`config.mk`:
```
export PLATFORM = sky130hd
export DESIGN_NAME = scan_tap
export DESIGN_NICKNAME = d
export VERILOG_FILES = /design/src/scan_tap_pkg.sv /design/src/pin_sync.sv /design/src/bscan_chain.sv /design/src/scan_tap.sv
export VERILOG_INCLUDE_DIRS = /design/src
export SDC_FILE = /design/constraint.sdc
export NUM_CORES = 1
export LEC_CHECK = 0
export BUFFER_PORTS_ARGS = -buffer_cell sky130_fd_sc_hd__buf_4
export CORE_ASPECT_RATIO = 2
export CORE_MARGIN = 8
export CORE_UTILIZATION = 50
export DETAILED_ROUTE_END_ITERATION = 8
export MAX_ROUTING_LAYER = met4
export PLACE_DENSITY = 0.7
export SYNTH_ARGS = -nofsm -noshare
export SYNTH_HDL_FRONTEND = slang
export SYNTH_HIERARCHICAL = 1
export SYNTH_SLANG_ARGS = --single-unit
```
`constraint.sdc`:
```
create_clock -name CLOCK -period 2.35 [get_ports CLOCK]
set_input_delay 0.235 -clock CLOCK [delete_from_list [all_inputs] [get_ports CLOCK]]
set_output_delay 0.235 -clock CLOCK [all_outputs]
set_load 0.02 [all_outputs]
```
`src/scan_tap_defines.svh`:
```
// Constants of the boundary-scan test port: codes, sizes and reset values
`ifndef SCAN_TAP_DEFINES_SVH
`define SCAN_TAP_DEFINES_SVH

// Instruction register
`define IR_LEN        3
`define IR_EXTEST     3'h0
`define IR_INTEST     3'h1
`define IR_SAMPLE     3'h2
`define IR_IDCODE     3'h3
`define IR_BYPASS     3'h7
`define IR_RESET_VAL  3'h1
`define IR_CAPTURE    3'h1

// Identification word
`define ID_LEN        32
`define ID_LSB        1'h1

// Boundary chain layout, positions 35 to 70
`define PIN_COUNT     36
`define IO_PIN_COUNT  4
`define CELL_COUNT    60
`define OUT_PIN_MASK  32'h3FC0C33C
`define CELL_RESET    1'h0

`endif

```
`src/scan_tap_pkg.sv`:
```
// Types shared by the boundary-scan test port modules
`default_nettype none

package scan_tap_pkg;

    // Test access port controller states
    typedef enum logic [3:0] {
        TLR    = 4'h0,
        RTI    = 4'h1,
        SEL_DR = 4'h2,
        CAP_DR = 4'h3,
        SH_DR  = 4'h4,
        EX1_DR = 4'h5,
        PA_DR  = 4'h6,
        EX2_DR = 4'h7,
        UPD_DR = 4'h8,
        SEL_IR = 4'h9,
        CAP_IR = 4'hA,
        SH_IR  = 4'hB,
        EX1_IR = 4'hC,
        PA_IR  = 4'hD,
        EX2_IR = 4'hE,
        UPD_IR = 4'hF
    } tap_state_t;

    // Data register picked by the instruction
    typedef enum logic [2:0] {
        SEL_EXTEST = 3'h0,
        SEL_INTEST = 3'h1,
        SEL_SAMPLE = 3'h2,
        SEL_IDCODE = 3'h3,
        SEL_BYPASS = 3'h4
    } dr_sel_t;

endpackage

`default_nettype wire

```
`src/pin_sync.sv`:
```
// Two-stage synchroniser for levels from outside the clock domain
`default_nettype none

module pin_sync #(
    parameter int W = 1                 // Number of bits
) (
    input  wire logic         clk,      // System clock
    input  wire logic         srst,     // Synchronous reset
    input  wire logic         ce,       // Clock enable
    input  wire logic [W-1:0] d,        // Asynchronous levels
    output logic      [W-1:0] q         // Synchronised levels
);

    logic [W-1:0] meta_q;

    // First stage feeds only the second stage
    always_ff @(posedge clk)
    begin
        if (srst)
        begin
            meta_q <= '0;
            q      <= '0;
        end
        else if (ce)
        begin
            meta_q <= d;
            q      <= meta_q;
        end
    end

endmodule

`default_nettype wire

```
`src/bscan_chain.sv`:
```
// Boundary-scan shift stage and update latches
`default_nettype none
`include "scan_tap_defines.svh"

module bscan_chain #(
    parameter int LEN = 60              // Number of cells
) (
    input  wire logic           clk,    // System clock
    input  wire logic           srst,   // Synchronous reset
    input  wire logic           ce,     // Clock enable
    input  wire logic           cap,    // Capture strobe
    input  wire logic           shift,  // Shift strobe
    input  wire logic           upd,    // Update strobe
    input  wire logic           si,     // Serial in, TDI end
    input  wire logic [LEN-1:0] cap_d,  // Levels to capture
    output logic      [LEN-1:0] sr_q,   // Shift stage, [LEN-1] at TDO
    output logic      [LEN-1:0] upd_q   // Update latches
);

    // Capture, shift toward TDO, or hold
    always_ff @(posedge clk)
    begin
        if (srst)
            sr_q <= {LEN{`CELL_RESET}};
        else if (ce && cap)
            sr_q <= cap_d;
        else if (ce && shift)
            sr_q <= {sr_q[LEN-2:0], si};
    end

    // Latches stay steady while the stage shifts
    always_ff @(posedge clk)
    begin
        if (srst)
            upd_q <= {LEN{`CELL_RESET}};
        else if (ce && upd)
            upd_q <= sr_q;
    end

endmodule

`default_nettype wire

```
`src/scan_tap.sv`:
```
// Boundary-scan test port: TAP controller, instructions and data registers
// ****************************************************************
// ****************************************************************
`default_nettype none
`include "scan_tap_defines.svh"

module scan_tap #(
    parameter logic [3:0]  ID_VERSION = 4'h1,     // Arbitrary value
    parameter logic [15:0] ID_PART    = 16'hA5C3, // Arbitrary value
    parameter logic [10:0] ID_MAKER   = 11'h155,  // Arbitrary value
    parameter int          NPIN       = `PIN_COUNT,
    parameter int          NCELL      = `CELL_COUNT
) (
    input  wire logic            CLOCK,  // System clock, 250 MHz
    input  wire logic            SRST,   // Synchronous reset
    input  wire logic            CE,     // Clock enable
    input  wire logic            TCK,    // Test clock pin
    input  wire logic            TMS,    // Test mode select pin
    input  wire logic            TDI,    // Test data in pin
    output logic                 TDO,    // Test data out level
    output logic                 TDO_OE, // Test data out enable
    input  wire logic [NPIN-1:0] PIN_I,  // Pad levels
    input  wire logic [NPIN-1:0] SYS_O,  // Core output data
    input  wire logic [NPIN-1:0] SYS_OE, // Core output enables
    output logic      [NPIN-1:0] PAD_O,  // Pad output data
    output logic      [NPIN-1:0] PAD_OE, // Pad output enables
    output logic      [NPIN-1:0] CORE_I  // Levels seen by the core
);

    // ************************************************************
    // Layout of the chain
    // ************************************************************

    localparam int IOPINS            = `IO_PIN_COUNT;
    localparam int PCM_FRAME_SYNC_IN = 34;
    localparam int PCM_DATA_CLOCK_IN = 35;
    localparam int PROBE_OUT_PIN     = 6;

    // Output pin, counted after the two-way pins
    function automatic bit pin_out(input int p);
        logic [31:0] mask;
        mask = `OUT_PIN_MASK;
        return (p >= IOPINS) ? mask[p-IOPINS] : 1'b0;
    endfunction

    // Cells a pin owns
    function automatic int pin_cells(input int p);
        return (p < IOPINS) ? 3 : (pin_out(p) ? 2 : 1);
    endfunction

    // First cell of a pin, counted from the TDI end
    function automatic int cell_base(input int p);
        int sum;
        sum = 0;
        for (int i = 0; i < p; i++)
            sum = sum + pin_cells(i);
        return sum;
    endfunction

    // Instruction to data register
    function automatic scan_tap_pkg::dr_sel_t decode(input logic [2:0] ir);
        case (ir)
            `IR_EXTEST: return scan_tap_pkg::SEL_EXTEST;
            `IR_INTEST: return scan_tap_pkg::SEL_INTEST;
            `IR_SAMPLE: return scan_tap_pkg::SEL_SAMPLE;
            `IR_IDCODE: return scan_tap_pkg::SEL_IDCODE;
            default:    return scan_tap_pkg::SEL_BYPASS;
        endcase
    endfunction

    // Pins with a pad driver: two-way and output-only
    function automatic logic [NPIN-1:0] drive_mask();
        logic [NPIN-1:0] m;
        m = '0;
        for (int p = 0; p < NPIN; p++)
            m[p] = (p < IOPINS) | pin_out(p);
        return m;
    endfunction

    localparam int              PROBE_OUT_CELL = cell_base(PROBE_OUT_PIN);
    localparam int              DCLK_CELL      = cell_base(PCM_DATA_CLOCK_IN);
    localparam int              FSYNC_CELL     = cell_base(PCM_FRAME_SYNC_IN);
    localparam logic [NPIN-1:0] DRV_MASK       = drive_mask();

    // ************************************************************
    // Pin sampling
    // ************************************************************

    logic [2:0]      jtag_s;
    logic [NPIN-1:0] pin_s;
    logic            tck_s;
    logic            tms_s;
    logic            tdi_s;
    logic            tck_last_q;
    logic            tck_rise;
    logic            tck_fall;

    pin_sync #(.W(3)) u_jtag_sync (
        .clk  (CLOCK),
        .srst (SRST),
        .ce   (CE),
        .d    ({TCK, TMS, TDI}),
        .q    (jtag_s)
    );

    pin_sync #(.W(NPIN)) u_pad_sync (
        .clk  (CLOCK),
        .srst (SRST),
        .ce   (CE),
        .d    (PIN_I),
        .q    (pin_s)
    );

    // TCK edges found by the fast clock
    always_ff @(posedge CLOCK)
    begin
        if (SRST)
            tck_last_q <= 1'h0;
        else if (CE)
            tck_last_q <= tck_s;
    end

    assign tck_s    = jtag_s[2];
    assign tms_s    = jtag_s[1];
    assign tdi_s    = jtag_s[0];
    assign tck_rise = tck_s & ~tck_last_q;
    assign tck_fall = ~tck_s & tck_last_q;

    // ************************************************************
    // Controller
    // ************************************************************

    scan_tap_pkg::tap_state_t state_q;
    scan_tap_pkg::tap_state_t state_d;

    // Next state from TMS
    always_comb
    begin
        case (state_q)
            scan_tap_pkg::TLR:
                state_d = tms_s ? scan_tap_pkg::TLR : scan_tap_pkg::RTI;
            scan_tap_pkg::RTI:
                state_d = tms_s ? scan_tap_pkg::SEL_DR : scan_tap_pkg::RTI;
            scan_tap_pkg::SEL_DR:
                state_d = tms_s ? scan_tap_pkg::SEL_IR : scan_tap_pkg::CAP_DR;
            scan_tap_pkg::CAP_DR, scan_tap_pkg::SH_DR:
                state_d = tms_s ? scan_tap_pkg::EX1_DR : scan_tap_pkg::SH_DR;
            scan_tap_pkg::EX1_DR:
                state_d = tms_s ? scan_tap_pkg::UPD_DR : scan_tap_pkg::PA_DR;
            scan_tap_pkg::PA_DR:
                state_d = tms_s ? scan_tap_pkg::EX2_DR : scan_tap_pkg::PA_DR;
            scan_tap_pkg::EX2_DR:
                state_d = tms_s ? scan_tap_pkg::UPD_DR : scan_tap_pkg::SH_DR;
            scan_tap_pkg::SEL_IR:
                state_d = tms_s ? scan_tap_pkg::TLR : scan_tap_pkg::CAP_IR;
            scan_tap_pkg::CAP_IR, scan_tap_pkg::SH_IR:
                state_d = tms_s ? scan_tap_pkg::EX1_IR : scan_tap_pkg::SH_IR;
            scan_tap_pkg::EX1_IR:
                state_d = tms_s ? scan_tap_pkg::UPD_IR : scan_tap_pkg::PA_IR;
            scan_tap_pkg::PA_IR:
                state_d = tms_s ? scan_tap_pkg::EX2_IR : scan_tap_pkg::PA_IR;
            scan_tap_pkg::EX2_IR:
                state_d = tms_s ? scan_tap_pkg::UPD_IR : scan_tap_pkg::SH_IR;
            scan_tap_pkg::UPD_DR, scan_tap_pkg::UPD_IR:
                state_d = tms_s ? scan_tap_pkg::SEL_DR : scan_tap_pkg::RTI;
            default:
                state_d = scan_tap_pkg::TLR;
        endcase
    end

    always_ff @(posedge CLOCK)
    begin
        if (SRST)
            state_q <= scan_tap_pkg::TLR;
        else if (CE && tck_rise)
            state_q <= state_d;
    end

    // ************************************************************
    // Instruction register
    // ************************************************************

    logic [`IR_LEN-1:0]    ir_q;
    logic [`IR_LEN-1:0]    irsr_q;
    scan_tap_pkg::dr_sel_t sel;

    // Shift stage, LSB leaves first
    always_ff @(posedge CLOCK)
    begin
        if (SRST)
            irsr_q <= `IR_CAPTURE;
        else if (CE && tck_rise && state_q == scan_tap_pkg::CAP_IR)
            irsr_q <= `IR_CAPTURE;
        else if (CE && tck_rise && state_q == scan_tap_pkg::SH_IR)
            irsr_q <= {tdi_s, irsr_q[`IR_LEN-1:1]};
    end

    always_ff @(posedge CLOCK)
    begin
        if (SRST)
            ir_q <= `IR_RESET_VAL;
        else if (CE && state_q == scan_tap_pkg::TLR)
            ir_q <= `IR_IDCODE;
        else if (CE && tck_fall && state_q == scan_tap_pkg::UPD_IR)
            ir_q <= irsr_q;
    end

    assign sel = decode(ir_q);

    // ************************************************************
    // Data registers
    // ************************************************************

    logic              bs_sel;
    logic              ext;
    logic              intest;
    logic              cap_dr;
    logic              sh_dr;
    logic              upd_dr;
    logic [NCELL-1:0]  cap_w;
    logic [NCELL-1:0]  chain_sr;
    logic [NCELL-1:0]  chain_upd;
    logic [`ID_LEN-1:0] id_q;
    logic              bp_q;

    assign ext    = (sel == scan_tap_pkg::SEL_EXTEST);
    assign intest = (sel == scan_tap_pkg::SEL_INTEST);
    assign bs_sel = ext | intest | (sel == scan_tap_pkg::SEL_SAMPLE);
    assign cap_dr = tck_rise & (state_q == scan_tap_pkg::CAP_DR);
    assign sh_dr  = tck_rise & (state_q == scan_tap_pkg::SH_DR);
    assign upd_dr = tck_fall & (state_q == scan_tap_pkg::UPD_DR);

    // chain from position 35 to 70
    bscan_chain #(.LEN(NCELL)) u_chain (
        .clk   (CLOCK),
        .srst  (SRST),
        .ce    (CE),
        .cap   (cap_dr & bs_sel),
        .shift (sh_dr & bs_sel),
        .upd   (upd_dr & bs_sel),
        .si    (tdi_s),
        .cap_d (cap_w),
        .sr_q  (chain_sr),
        .upd_q (chain_upd)
    );

    always_ff @(posedge CLOCK)
    begin
        if (SRST)
        begin
            id_q <= '0;
            bp_q <= 1'h0;
        end
        else if (CE && cap_dr)
        begin
            id_q <= {ID_VERSION, ID_PART, ID_MAKER, `ID_LSB};
            bp_q <= 1'h0;
        end
        else if (CE && sh_dr)
        begin
            id_q <= {tdi_s, id_q[`ID_LEN-1:1]};
            bp_q <= tdi_s;
        end
    end

    // ************************************************************
    // Pin cells
    // ************************************************************

    logic [NPIN-1:0] pad_o_w;
    logic [NPIN-1:0] pad_oe_w;
    logic [NPIN-1:0] core_w;

    // cells per pin type, input cell nearest TDI
    for (genvar p = 0; p < NPIN; p++)
    begin : g_pin
        localparam int  B   = cell_base(p);
        localparam bit  IO  = (p < IOPINS);
        localparam bit  OP  = pin_out(p);
        localparam int  OB  = IO ? B + 1 : B;
        if (!OP)
        begin : g_in
            // pad capture outside INTEST, where the latch drives both core and capture
            assign cap_w[B]  = intest ? chain_upd[B] : pin_s[p];
            assign core_w[p] = intest ? chain_upd[B] : pin_s[p];
        end
        else
        begin : g_noin
            assign core_w[p] = 1'h0;
        end
        if (IO || OP)
        begin : g_out
            assign cap_w[OB]     = SYS_O[p];
            assign cap_w[OB + 1] = SYS_OE[p];
            // pads follow latches only in EXTEST
            assign pad_o_w[p]  = ext ? chain_upd[OB] : SYS_O[p];
            assign pad_oe_w[p] = ext ? chain_upd[OB + 1] : SYS_OE[p];
        end
        else
        begin : g_noout
            assign pad_o_w[p]  = 1'h0;
            assign pad_oe_w[p] = 1'h0;
        end
    end

    // Registered pads, one system cycle behind the cells
    always_ff @(posedge CLOCK)
    begin
        if (SRST)
        begin
            PAD_O  <= '0;
            PAD_OE <= '0;
            CORE_I <= '0;
        end
        else if (CE)
        begin
            PAD_O  <= pad_o_w;
            PAD_OE <= pad_oe_w;
            CORE_I <= core_w;
        end
    end

    // ************************************************************
    // Test data out
    // ************************************************************

    logic shifting;
    logic dr_out;

    assign shifting = (state_q == scan_tap_pkg::SH_DR) |
                      (state_q == scan_tap_pkg::SH_IR);
    assign dr_out   = bs_sel ? chain_sr[NCELL-1] :
                      (sel == scan_tap_pkg::SEL_IDCODE) ? id_q[0] : bp_q;

    // change on falling TCK, released outside shifting
    always_ff @(posedge CLOCK)
    begin
        if (SRST)
        begin
            TDO    <= 1'h0;
            TDO_OE <= 1'h0;
        end
        else if (CE && tck_fall)
        begin
            TDO    <= (state_q == scan_tap_pkg::SH_IR) ? irsr_q[0] : dr_out;
            TDO_OE <= shifting;
        end
    end

    // ************************************************************
    // Checks
    // ************************************************************

    tms_walk_a: assert property (@(posedge CLOCK) disable iff (SRST)
        (CE && tck_rise && state_q == scan_tap_pkg::UPD_DR && tms_s) |=>
        state_q == scan_tap_pkg::SEL_DR)
        else $error("update-DR with TMS high did not select DR");

    ir_decode_a: assert property (@(posedge CLOCK) disable iff (SRST)
        (ir_q[2] || ir_q == `IR_BYPASS) |-> sel == scan_tap_pkg::SEL_BYPASS)
        else $error("unused code did not select bypass");

    ext_drive_a: assert property (@(posedge CLOCK) disable iff (SRST)
        (CE && upd_dr && ext ##1 CE) |=>
        PAD_O[PROBE_OUT_PIN] == $past(chain_sr[PROBE_OUT_CELL], 2))
        else $error("EXTEST update did not reach output pin");

    ext_capture_a: assert property (@(posedge CLOCK) disable iff (SRST)
        (CE && cap_dr && ext) |=>
        chain_sr[DCLK_CELL] == $past(pin_s[PCM_DATA_CLOCK_IN]) &&
        chain_sr[FSYNC_CELL] == $past(pin_s[PCM_FRAME_SYNC_IN]))
        else $error("EXTEST capture missed input pin level");

    int_apply_a: assert property (@(posedge CLOCK) disable iff (SRST)
        (CE && upd_dr && intest ##1 CE) |=>
        CORE_I[PCM_DATA_CLOCK_IN] == $past(chain_sr[DCLK_CELL], 2))
        else $error("INTEST update did not reach core input");

    int_capture_a: assert property (@(posedge CLOCK) disable iff (SRST)
        (CE && cap_dr && intest) |=>
        chain_sr[PROBE_OUT_CELL] == $past(SYS_O[PROBE_OUT_PIN]))
        else $error("INTEST capture missed core output");

    ir_reset_a: assert property (@(posedge CLOCK)
        SRST |=> ir_q == `IR_INTEST)
        else $error("instruction register reset value wrong");

    tlr_load_a: assert property (@(posedge CLOCK) disable iff (SRST)
        (CE && state_q == scan_tap_pkg::TLR) |=> ir_q == `IR_IDCODE)
        else $error("test-logic-reset did not load IDCODE");

    sample_pass_a: assert property (@(posedge CLOCK) disable iff (SRST)
        (CE && !ext && $past(!ext)) |=> PAD_O == ($past(SYS_O) & DRV_MASK))
        else $error("pads disturbed outside EXTEST");

    id_word_a: assert property (@(posedge CLOCK) disable iff (SRST)
        (CE && cap_dr && sel == scan_tap_pkg::SEL_IDCODE) |=>
        id_q == {ID_VERSION, ID_PART, ID_MAKER, 1'h1})
        else $error("identification word wrong");

    bypass_a: assert property (@(posedge CLOCK) disable iff (SRST)
        (CE && sh_dr && sel == scan_tap_pkg::SEL_BYPASS) |=>
        bp_q == $past(tdi_s))
        else $error("bypass stage did not take TDI");

    chain_zero_a: assert property (@(posedge CLOCK)
        SRST |=> (chain_sr == '0) && (chain_upd == '0))
        else $error("chain cells not zero after reset");

    tdo_enable_a: assert property (@(posedge CLOCK) disable iff (SRST)
        (CE && tck_fall) |=> TDO_OE == $past(shifting))
        else $error("TDO enable outside shift states");

endmodule

`default_nettype wire

```
# Word-level counts from Yosys, hierarchy flattened
# Cells that the tools add are included.
[totals] reg_bits=304 in_bits=114 wordCells=159
[classes] eq_ne=21 muxes=83 n_bitwise=13 reduce_logical=23
[op_table] op="60-bit 2-to-1 mux" count=2
[op_table] op="1-bit 2-to-1 mux" count=66
[op_table] op="29-bit 2-to-1 mux" count=2
[op_table] op="4-bit case mux with 12 select lines" count=1
[op_table] op="4-bit == test, second input constant" count=8
[op_table] op="4-bit by 3-bit == test with 1-bit output, second input constant" count=4
[op_table] op="4-bit 2-to-1 mux" count=4
[op_table] op="3-bit by 2-bit == test with 1-bit output, second input constant" count=4
[op_table] op="3-bit case mux with 4 select lines" count=1
[op_table] op="1-bit logical AND" count=11
[op_table] op="2-bit 2-to-1 mux" count=5
[op_table] op="2-bit OR reduction" count=5
[op_table] op="1-bit bitwise AND" count=8
[op_table] op="4-bit by 2-bit == test with 1-bit output, second input constant" count=2
[op_table] op="3-bit by 1-bit == test with 1-bit output, second input constant" count=2
[op_table] op="3-bit logical NOT" count=2
[op_table] op="3-bit 2-to-1 mux" count=2
[op_table] op="2-bit nonzero test" count=3
[op_table] op="4-bit by 1-bit == test with 1-bit output, second input constant" count=1
[op_table] op="4-bit logical NOT" count=1
[op_table] op="1-bit bitwise OR" count=3
[op_table] op="3-bit OR reduction" count=1
[op_table] op="1-bit inverter" count=2

# Logic depth before layout (Yosys ltp)
# Gate-level depths: netlist of run 1.
[depth] word_depth=9 mapped_depth=9 mapped_depth_nobuf=6

# By module
# Netlist of run 1, hierarchy kept.
[modules_own_cells] mod="scan_tap" n_inst=1 cells_per_inst=558 area_each_um2=5137.4
[modules_own_cells] mod="bscan_chain" n_inst=1 cells_per_inst=592 area_each_um2=4531.8
[modules_own_cells] mod="pin_sync (u_pad_sync)" n_inst=1 cells_per_inst=232 area_each_um2=2580.0
[modules_own_cells] mod="pin_sync (u_jtag_sync)" n_inst=1 cells_per_inst=19 area_each_um2=214.0

# Least setup slack after synthesis of run 1
# No wires, ideal clock.
[synth_timing] kind="reg-to-reg" start="reg ir_q[1]" end="reg u_chain.sr_q[44]" setup_ns=0.088 arrival_time_ns=1.680 setup_slack_ns=0.582 path_stages_with_launch=9 path_cell_list="dfxtp_1 a21oi_1 nand3b_1 nor3_1 nand3b_2 buf_6 buf_4 nor2_1 nor4_2"
[synth_via] elab_chain_len=8 word_cells_on_any_way=16
[synth_lines] element="start: declaration" line_no="scan_tap.sv:183" rtl="logic [`IR_LEN-1:0] ir_q;"
[synth_lines] element="start signal: assignment" line_no="scan_tap.sv:201" rtl="ir_q <= `IR_RESET_VAL;"
[synth_lines] element="start signal: assignment" line_no="scan_tap.sv:203" rtl="ir_q <= `IR_IDCODE;"
[synth_lines] element="start signal: assignment" line_no="scan_tap.sv:205" rtl="ir_q <= irsr_q;"
[synth_lines] element="3-bit by 2-bit == test with 1-bit output (tied with other cells)" line_no="scan_tap.sv:62" rtl="case (ir)"
[synth_lines] element="3-bit case mux with 4 select lines *" line_no="scan_tap.sv:62"
[synth_lines] element="3-bit by 1-bit == test with 1-bit output / 3-bit logical NOT (equally long branches)" line_no="scan_tap.sv:227, scan_tap.sv:226"
[synth_lines] element="1-bit bitwise OR" line_no="scan_tap.sv:228" rtl="assign bs_sel = ext | intest | (sel == scan_tap_pkg::SEL_SAMPLE);"
[synth_lines] element="1-bit bitwise OR *" line_no="scan_tap.sv:228"
[synth_lines] element="1-bit bitwise AND, on equally long branches" line_no="scan_tap.sv:238, scan_tap.sv:239"
[synth_lines] element="1-bit logical AND, on equally long branches" line_no="bscan_chain.sv:25, bscan_chain.sv:27"
[synth_lines] element="60-bit 2-to-1 mux / 2-bit nonzero test (equally long branches)"
[synth_lines] element="end signal: assignment" line_no="bscan_chain.sv:24" rtl="sr_q <= {LEN{`CELL_RESET}};"
[synth_lines] element="end signal: assignment" line_no="bscan_chain.sv:26" rtl="sr_q <= cap_d;"
[synth_lines] element="end signal: assignment" line_no="bscan_chain.sv:28" rtl="sr_q <= {sr_q[LEN-2:0], si};"
[synth_lines] element="end: declaration" line_no="bscan_chain.sv:16" rtl="output logic [LEN-1:0] sr_q,"
# Mark *: on every way between the ends. The rest lies on a longest branch, timed or not.
# A chain may end at the register's enable or synchronous reset.

# Worst setup path in the final report of run 1
[layout_timing] start="reg ir_q[1]" end="reg u_chain.sr_q[18]"
# The elaborated chain is that of the path after synthesis.

==> results.cfg, run 1 <==
[clock_network]
clockRootBuffer = clkbuf_16
clkSinkCount = 271
clockBufferDepth = 3
cts_setup_buffers = 0
insertion_delay_ns = 0.53
cts_tree = done
path_clk_slew_ns = 0.07
cts_made_buffers = 25
htreeDepth = 1

[global_routing]
gr-total-overflow = 0
antenna_found_initial = 0
grt_start_max_net_pins = 120
grt_pass1_vias = 8798
grtUsageTotal_pct = 19.44
grt_pass1_wl_mm = 44.26

[pwr]
p_switching_mw = 2.214
finalPower_mw = 9.693
p_comb_share_pct = 7.3
switching_share_pct = 22.84
clkPwrFrac_pct = 43.8
leakage_nw = 5.448
peakVddDrop_v = 0.0006472
power_density_nw_per_um2 = 726.9
p_seq_share_pct = 48.9
internal_power_mw = 7.479

[worst_setup_path]
crit_chain = a21oi_1 > nand3b_1 > nor3_1 > buf_4 > o21a_2 > buf_4 > nor2_1 > nor4_1
path_common_cell = buf_4
criticalPathCategory = flop to flop
max_stage_delay_ns = 0.40
cp.arrival_ns = 2.45
end_kind = flop
critPathRequiredTime_ns = 2.78
critPathMaxFanout = 21
worst_path_max_delay_cell = dfxtp_1
critPathLaunchType = flop

[min_path]
worstHoldPathType = input port to flop

[timing]
rsz0062_at_grt = false
worst_pin_slew_ns = 0.6687
period_minus_slack_ns = 2.021
slew_headroom_pct = 55.42
hold_ws_ns = 0.02028
skew_ns = 0.01703
tns_ns = 0
period_share_pct = 85.99
timing.fmax_mhz = 494.9
slew_viol_final = 0
finalSetupViolCount = 0
timing_hold_violations_final = 0

[route]
drtPass1Iterations = 4
ant_nets = 0
vias = 8964
wl_mm = 26.82
post_drt_wl_per_cell_um = 15.67
drcViolationCount = 0
viasPerCell = 5.239
initialDrtViolationCount = 588

[floorplan]
io_pins = 224
initial_core_util_pct = 50.49
die_w_um = 122.7
num_rows = 78
core_um2 = 22540
dieArea_um2 = 28140
die_h_um = 229.4

[placed_design]
port_buffers = 127
dp_hpwl_mm = 17.48
place.gp.congestion = 0.8198
dp.cells = 1632

[final_layout]
fin_nets = 1527
multiInputGateArea_um2 = 5120
fillers = 2011
area_growth_pct = 17.16
fin_cells = 1711
register_area_um2 = 5425
drive_gt1_share_pct = 16.56
diodes = 0

[synth]
postSynthAreaPerCell_um2 = 8.722
synth.yosys.warnings = 6
syn_inst = 1305
synth_area_um2 = 11380

[run]
drv_cap = 0

[status]
status = finished clean
==> layout by cell type, fill, tap and decap left out, types with 2 or more instances in the layout <==
cell type and count:
nor2_1 295, dfxtp_1 271, nand2_1 192, buf_4 144, mux2i_1 111, a21oi_1 82
nor4_1 50, conb_1 48, a211oi_1 40, dlygate4sd3_1 34, clkbuf_16 25, a31oi_1 18
mux2_4 10, mux2_2 10, nor4_2 10, buf_12 6, inv_1 5, clkbuf_1 5
clkinv_2 5, nand3_1 4, a311oi_1 4, o21ai_0 4, bufinv_16 4, clkbuf_8 4
nor3_1 3, nand2b_1 3, and3_1 3, nand2_2 3, nor2b_1 3, nor3b_4 2
nand3b_1 2, nor3b_1 2, a21boi_0 2, clkinvlp_4 2
==> metal layers <==
| layer | GRT usage, % | vias to the layer above | part of all wire, % |
|---|---|---|---|
| met5 | - | - | 0 |
| met2 | 34.14 | 185 | 53 |
| li1 | - | 4505 | - |
| met1 | 21.76 | 4224 | 40 |
| met3 | 1.626 | 50 | 3.4 |
| met4 | 8.279 | 0 | 3.3 |
==> final timing paths <==
| check | start | endpoint | slack, ns | cells after the start |
|---|---|---|---|---|
| max | ir_q[1]$_SDFFE_PP0P_ | u_chain/sr_q[18]$_SDFFE_PP0P_ | 0.33 | 8 |
| min | SYS_OE[6] | u_chain/sr_q[15]$_SDFFE_PP0P_ | 0.02 | 3 |
| max reg2reg | ir_q[1]$_SDFFE_PP0P_ | u_chain/sr_q[18]$_SDFFE_PP0P_ | 0.33 | 8 |
| min reg2reg | id_q[18]$_SDFFE_PP0P_ | id_q[17]$_SDFFE_PP0N_ | 0.45 | 2 |
==> power by group through the flow <==
stage / Sequential, mW / Clock (mW) / Combinational, mW
after floorplan: 4.89 / 0 / 0.436
after global placement: 4.84 / 0 / 0.655
after detailed placement: 4.85 / 0 / 0.662
after CTS: 4.74 / 4.36 / 0.709
after global routing: 4.75 / 4.52 / 0.761
final: 4.74 / 4.25 / 0.704
==> through the flow <==
stage,util (%),worst slack (ns),area (um2)
2_1_floorplan,-,0.5822,11560
3_3_place_gp,53.85,0.3924,12140
3_5_place_dp,53.85,0.3417,12140
4_1_cts,59.15,0.3186,13340
5_1_grt,59.15,0.1020,13340
6_report,59.15,0.3293,13340
==> final cells by class <==
cell class,instances,share of cell area (%)
Sequential cell,271,40.68
Clock buffer,33,5.142
Multi-Input combinational cell,924,38.39
Clock inverter,12,1.267
Tap cell,280,2.627
Timing Repair Buffer,186,11.75
Inverter,5,0.1407
==> state kept, by name, summed over array words and instances, names as in the netlist, 4 cells and up <==
| register | flops |
|---|---|
| u_pad_sync/q | 20 |
| u_pad_sync/meta_q | 20 |
| CORE_I | 20 |
| id_q | 32 |
| state_q | 4 |
| PAD_OE | 20 |
| u_chain/upd_q | 60 |
| u_chain/sr_q | 60 |
| PAD_O | 20 |
==> critical path, delay by kind of cell, from the launching register on <==
family          cells  cell delay (ns)
flops               1             0.40
compound gates      2             0.42
simple gates        4             0.65
buf+inv             2             0.44
==> what timing repair did <==
item	4_1_cts	5_1_grt
resized for setup	0	0
hold buffers	34	0
endpoints found under the setup margin	0	0
endpoints found under the hold margin	34	0
Note: power is estimated with default switching activity, not from simulation.
==> inputs of run 2 (changes only) <==
- CELL_PAD_IN_SITES_DETAIL_PLACEMENT: unset -> 1
- CELL_PAD_IN_SITES_GLOBAL_PLACEMENT: unset -> 2
- CORE_UTILIZATION: 50 -> 34
- PLACE_DENSITY: 0.7 -> 0.77
==> run 2 against run 1 <==
  * Cell count is 9.1% higher
  * Register-to-register slack lost 0.15 ns
  * Clock skew is 0.0061 ns lower
  * Critical path type unchanged
  * Largest cell class unchanged
==> results.cfg, run 2 (synthesis results as in run 1) <==
[timing]
rsz0062_at_grt = false
timing.fmax_mhz = 461.7
finalSetupViolCount = 0
slew_viol_final = 0
slew_headroom_pct = 49.86
worst_pin_slew_ns = 0.7521
period_share_pct = 92.18
tns_ns = 0
skew_ns = 0.01089
fin_ws_ns = 0.1839
period_minus_slack_ns = 2.166
timing_hold_violations_final = 0

[floorplan]
die_h_um = 274.8
initial_core_util_pct = 34.20
dieArea_um2 = 39940
core_um2 = 33280
io_pins = 224
die_w_um = 145.4
num_rows = 95

[clock_network]
htreeDepth = 1
cts_made_buffers = 26
cts_tree = done
clockBufferDepth = 3
cts_setup_buffers = 0
clkSinkCount = 271
insertion_delay_ns = 0.53
path_clk_slew_ns = 0.07
clockRootBuffer = clkbuf_16

[route]
drtPass1Iterations = 5
wl_mm = 30.33
ant_nets = 0
post_drt_wl_per_cell_um = 16.25
viasPerCell = 4.843
vias = 9037
initialDrtViolationCount = 381
drcViolationCount = 0

[final_layout]
layout_commonest_cell = nor2_1
drive_gt1_share_pct = 16.45
layout_common_cells = nor2_1 (294), dfxtp_1 (271), nand2_1 (192), buf_4 (139), mux2i_1 (111)
fin_nets = 1528
fillers = 3964
final_core_util_pct = 40.63
area_growth_pct = 18.81
multiInputGateArea_um2 = 5122
register_area_um2 = 5425
biggestRegsByFlops = u_chain/sr_q: 60 flops, u_chain/upd_q: 60 flops, id_q: 32 flops

[worst_setup_path]
critPathMaxFanout = 11
critPathLaunchType = flop
cp_num_cells = 7
reg2regPathDepth = 7
cpLargestDelayFamily = simple AND/OR/NAND/NOR gates
rrSetupSlack_ns = 0.18
critPathRequiredTime_ns = 2.77
max_stage_delay_ns = 0.40
cp.arrival_ns = 2.59
crit_end = u_chain/sr_q[54]$_SDFFE_PP0P_
criticalPathCategory = flop to flop
r2r-end = u_chain/sr_q[54]$_SDFFE_PP0P_
crit_chain = a21oi_1 > nand3b_1 > nor3_1 > nand3b_2 > buf_4 > nor2_1 > nor4_1
rr_startpoint = ir_q[2]$_SDFFE_PP0P_
startpoint = ir_q[2]$_SDFFE_PP0P_
crit_buf_inv = 1
end_kind = flop
worst_path_max_delay_cell = dfxtp_1

[placed_design]
port_buffers = 127
place.gp.congestion = 0.7517
pre_cts_ws_ns = 0.1417
dp_hpwl_mm = 19.17

[min_path]
worstHoldPathType = input port to flop
hp-start = SYS_O[9]

[pwr]
leakage_nw = 5.435
peakVddDrop_v = 0.0004921
power_density_nw_per_um2 = 703.6

[global_routing]
grt_start_max_net_pins = 159
antenna_found_initial = 1
gr-total-overflow = 0
grt_pass1_wl_mm = 49.87
grtUsageTotal_pct = 15.21
grt_pass1_vias = 9383

[status]
status = finished clean

[run]
drv_cap = 0
-- run 2: what timing repair did --
item | CTS | global route
endpoints found under the setup margin | 0 | 9
gates resized for setup | 0 | 1
hold buffers | 37 | 0
hold endpoints to repair | 42 | 0
-- run 2: worst min path at each step --
stage	slack [ns]	depth (start not counted)	to
after floorplan	0.31	1	u_jtag_sync/meta_q[0]$_SDFFE_PP0P_
after global placement	0.44	2	id_q[26]$_SDFFE_PP0N_
after detailed placement	0.45	2	u_chain/upd_q[39]$_SDFFE_PP0P_
after CTS	0.0004	3	u_chain/sr_q[20]$_SDFFE_PP0P_
after global routing	0.01	3	u_chain/sr_q[57]$_SDFFE_PP0P_
final	0.02	3	u_chain/sr_q[20]$_SDFFE_PP0P_
-- run 2: through the flow --
stage / power, mW / std cells / instance area (um2) / hold slack [ns]
3_3_place_gp: 5.509 / 1785 / 12340 / 0.4383
4_1_cts: 9.682 / 1865 / 13520 / 0.0003755
6_report: 9.514 / 1866 / 13520 / 0.01942
5_1_grt: 9.911 / 1866 / 13520 / 0.01391
3_5_place_dp: 5.522 / 1785 / 12340 / 0.4473
2_1_floorplan: 5.326 / 1352 / 11560 / 0.3074
-- run 2: worst min-delay path: cells and delay by family --
family	cells	cell delay, ns
simple gates	2	0.14
buf+inv	1	0.12
-- run 2: metal layers --
metal / up-vias / part of all wire (%) / routed length, um / global-route usage [%]
met2: 150 / 49 / 14820 / 26.01
met3: 33 / 3.2 / 976 / 2.059
met5: - / 0 / 0 / -
met1: 4352 / 47 / 14100 / 18.65
met4: 0 / 1.4 / 431 / 3.690
li1: 4502 / - / - / -
-- run 2: cell type report --
type                    instances  area share, %
diodes                          1        0.01850
clock buffers                  36          5.690
clock inverters                 7         0.2961
inverters                       5         0.1388
multi-input cells             924          37.88
flip-flops and latches        271          40.12
well taps                     436          4.034
repair buffers                186          11.82
-- run 2: power by group --
part	switching (mW)	leakage, nW	internal (mW)	total [mW]
combinational	0.419	2.84	0.301	0.720
sequential	0.0584	2.20	4.68	4.74
clock	1.78	0.399	2.27	4.05
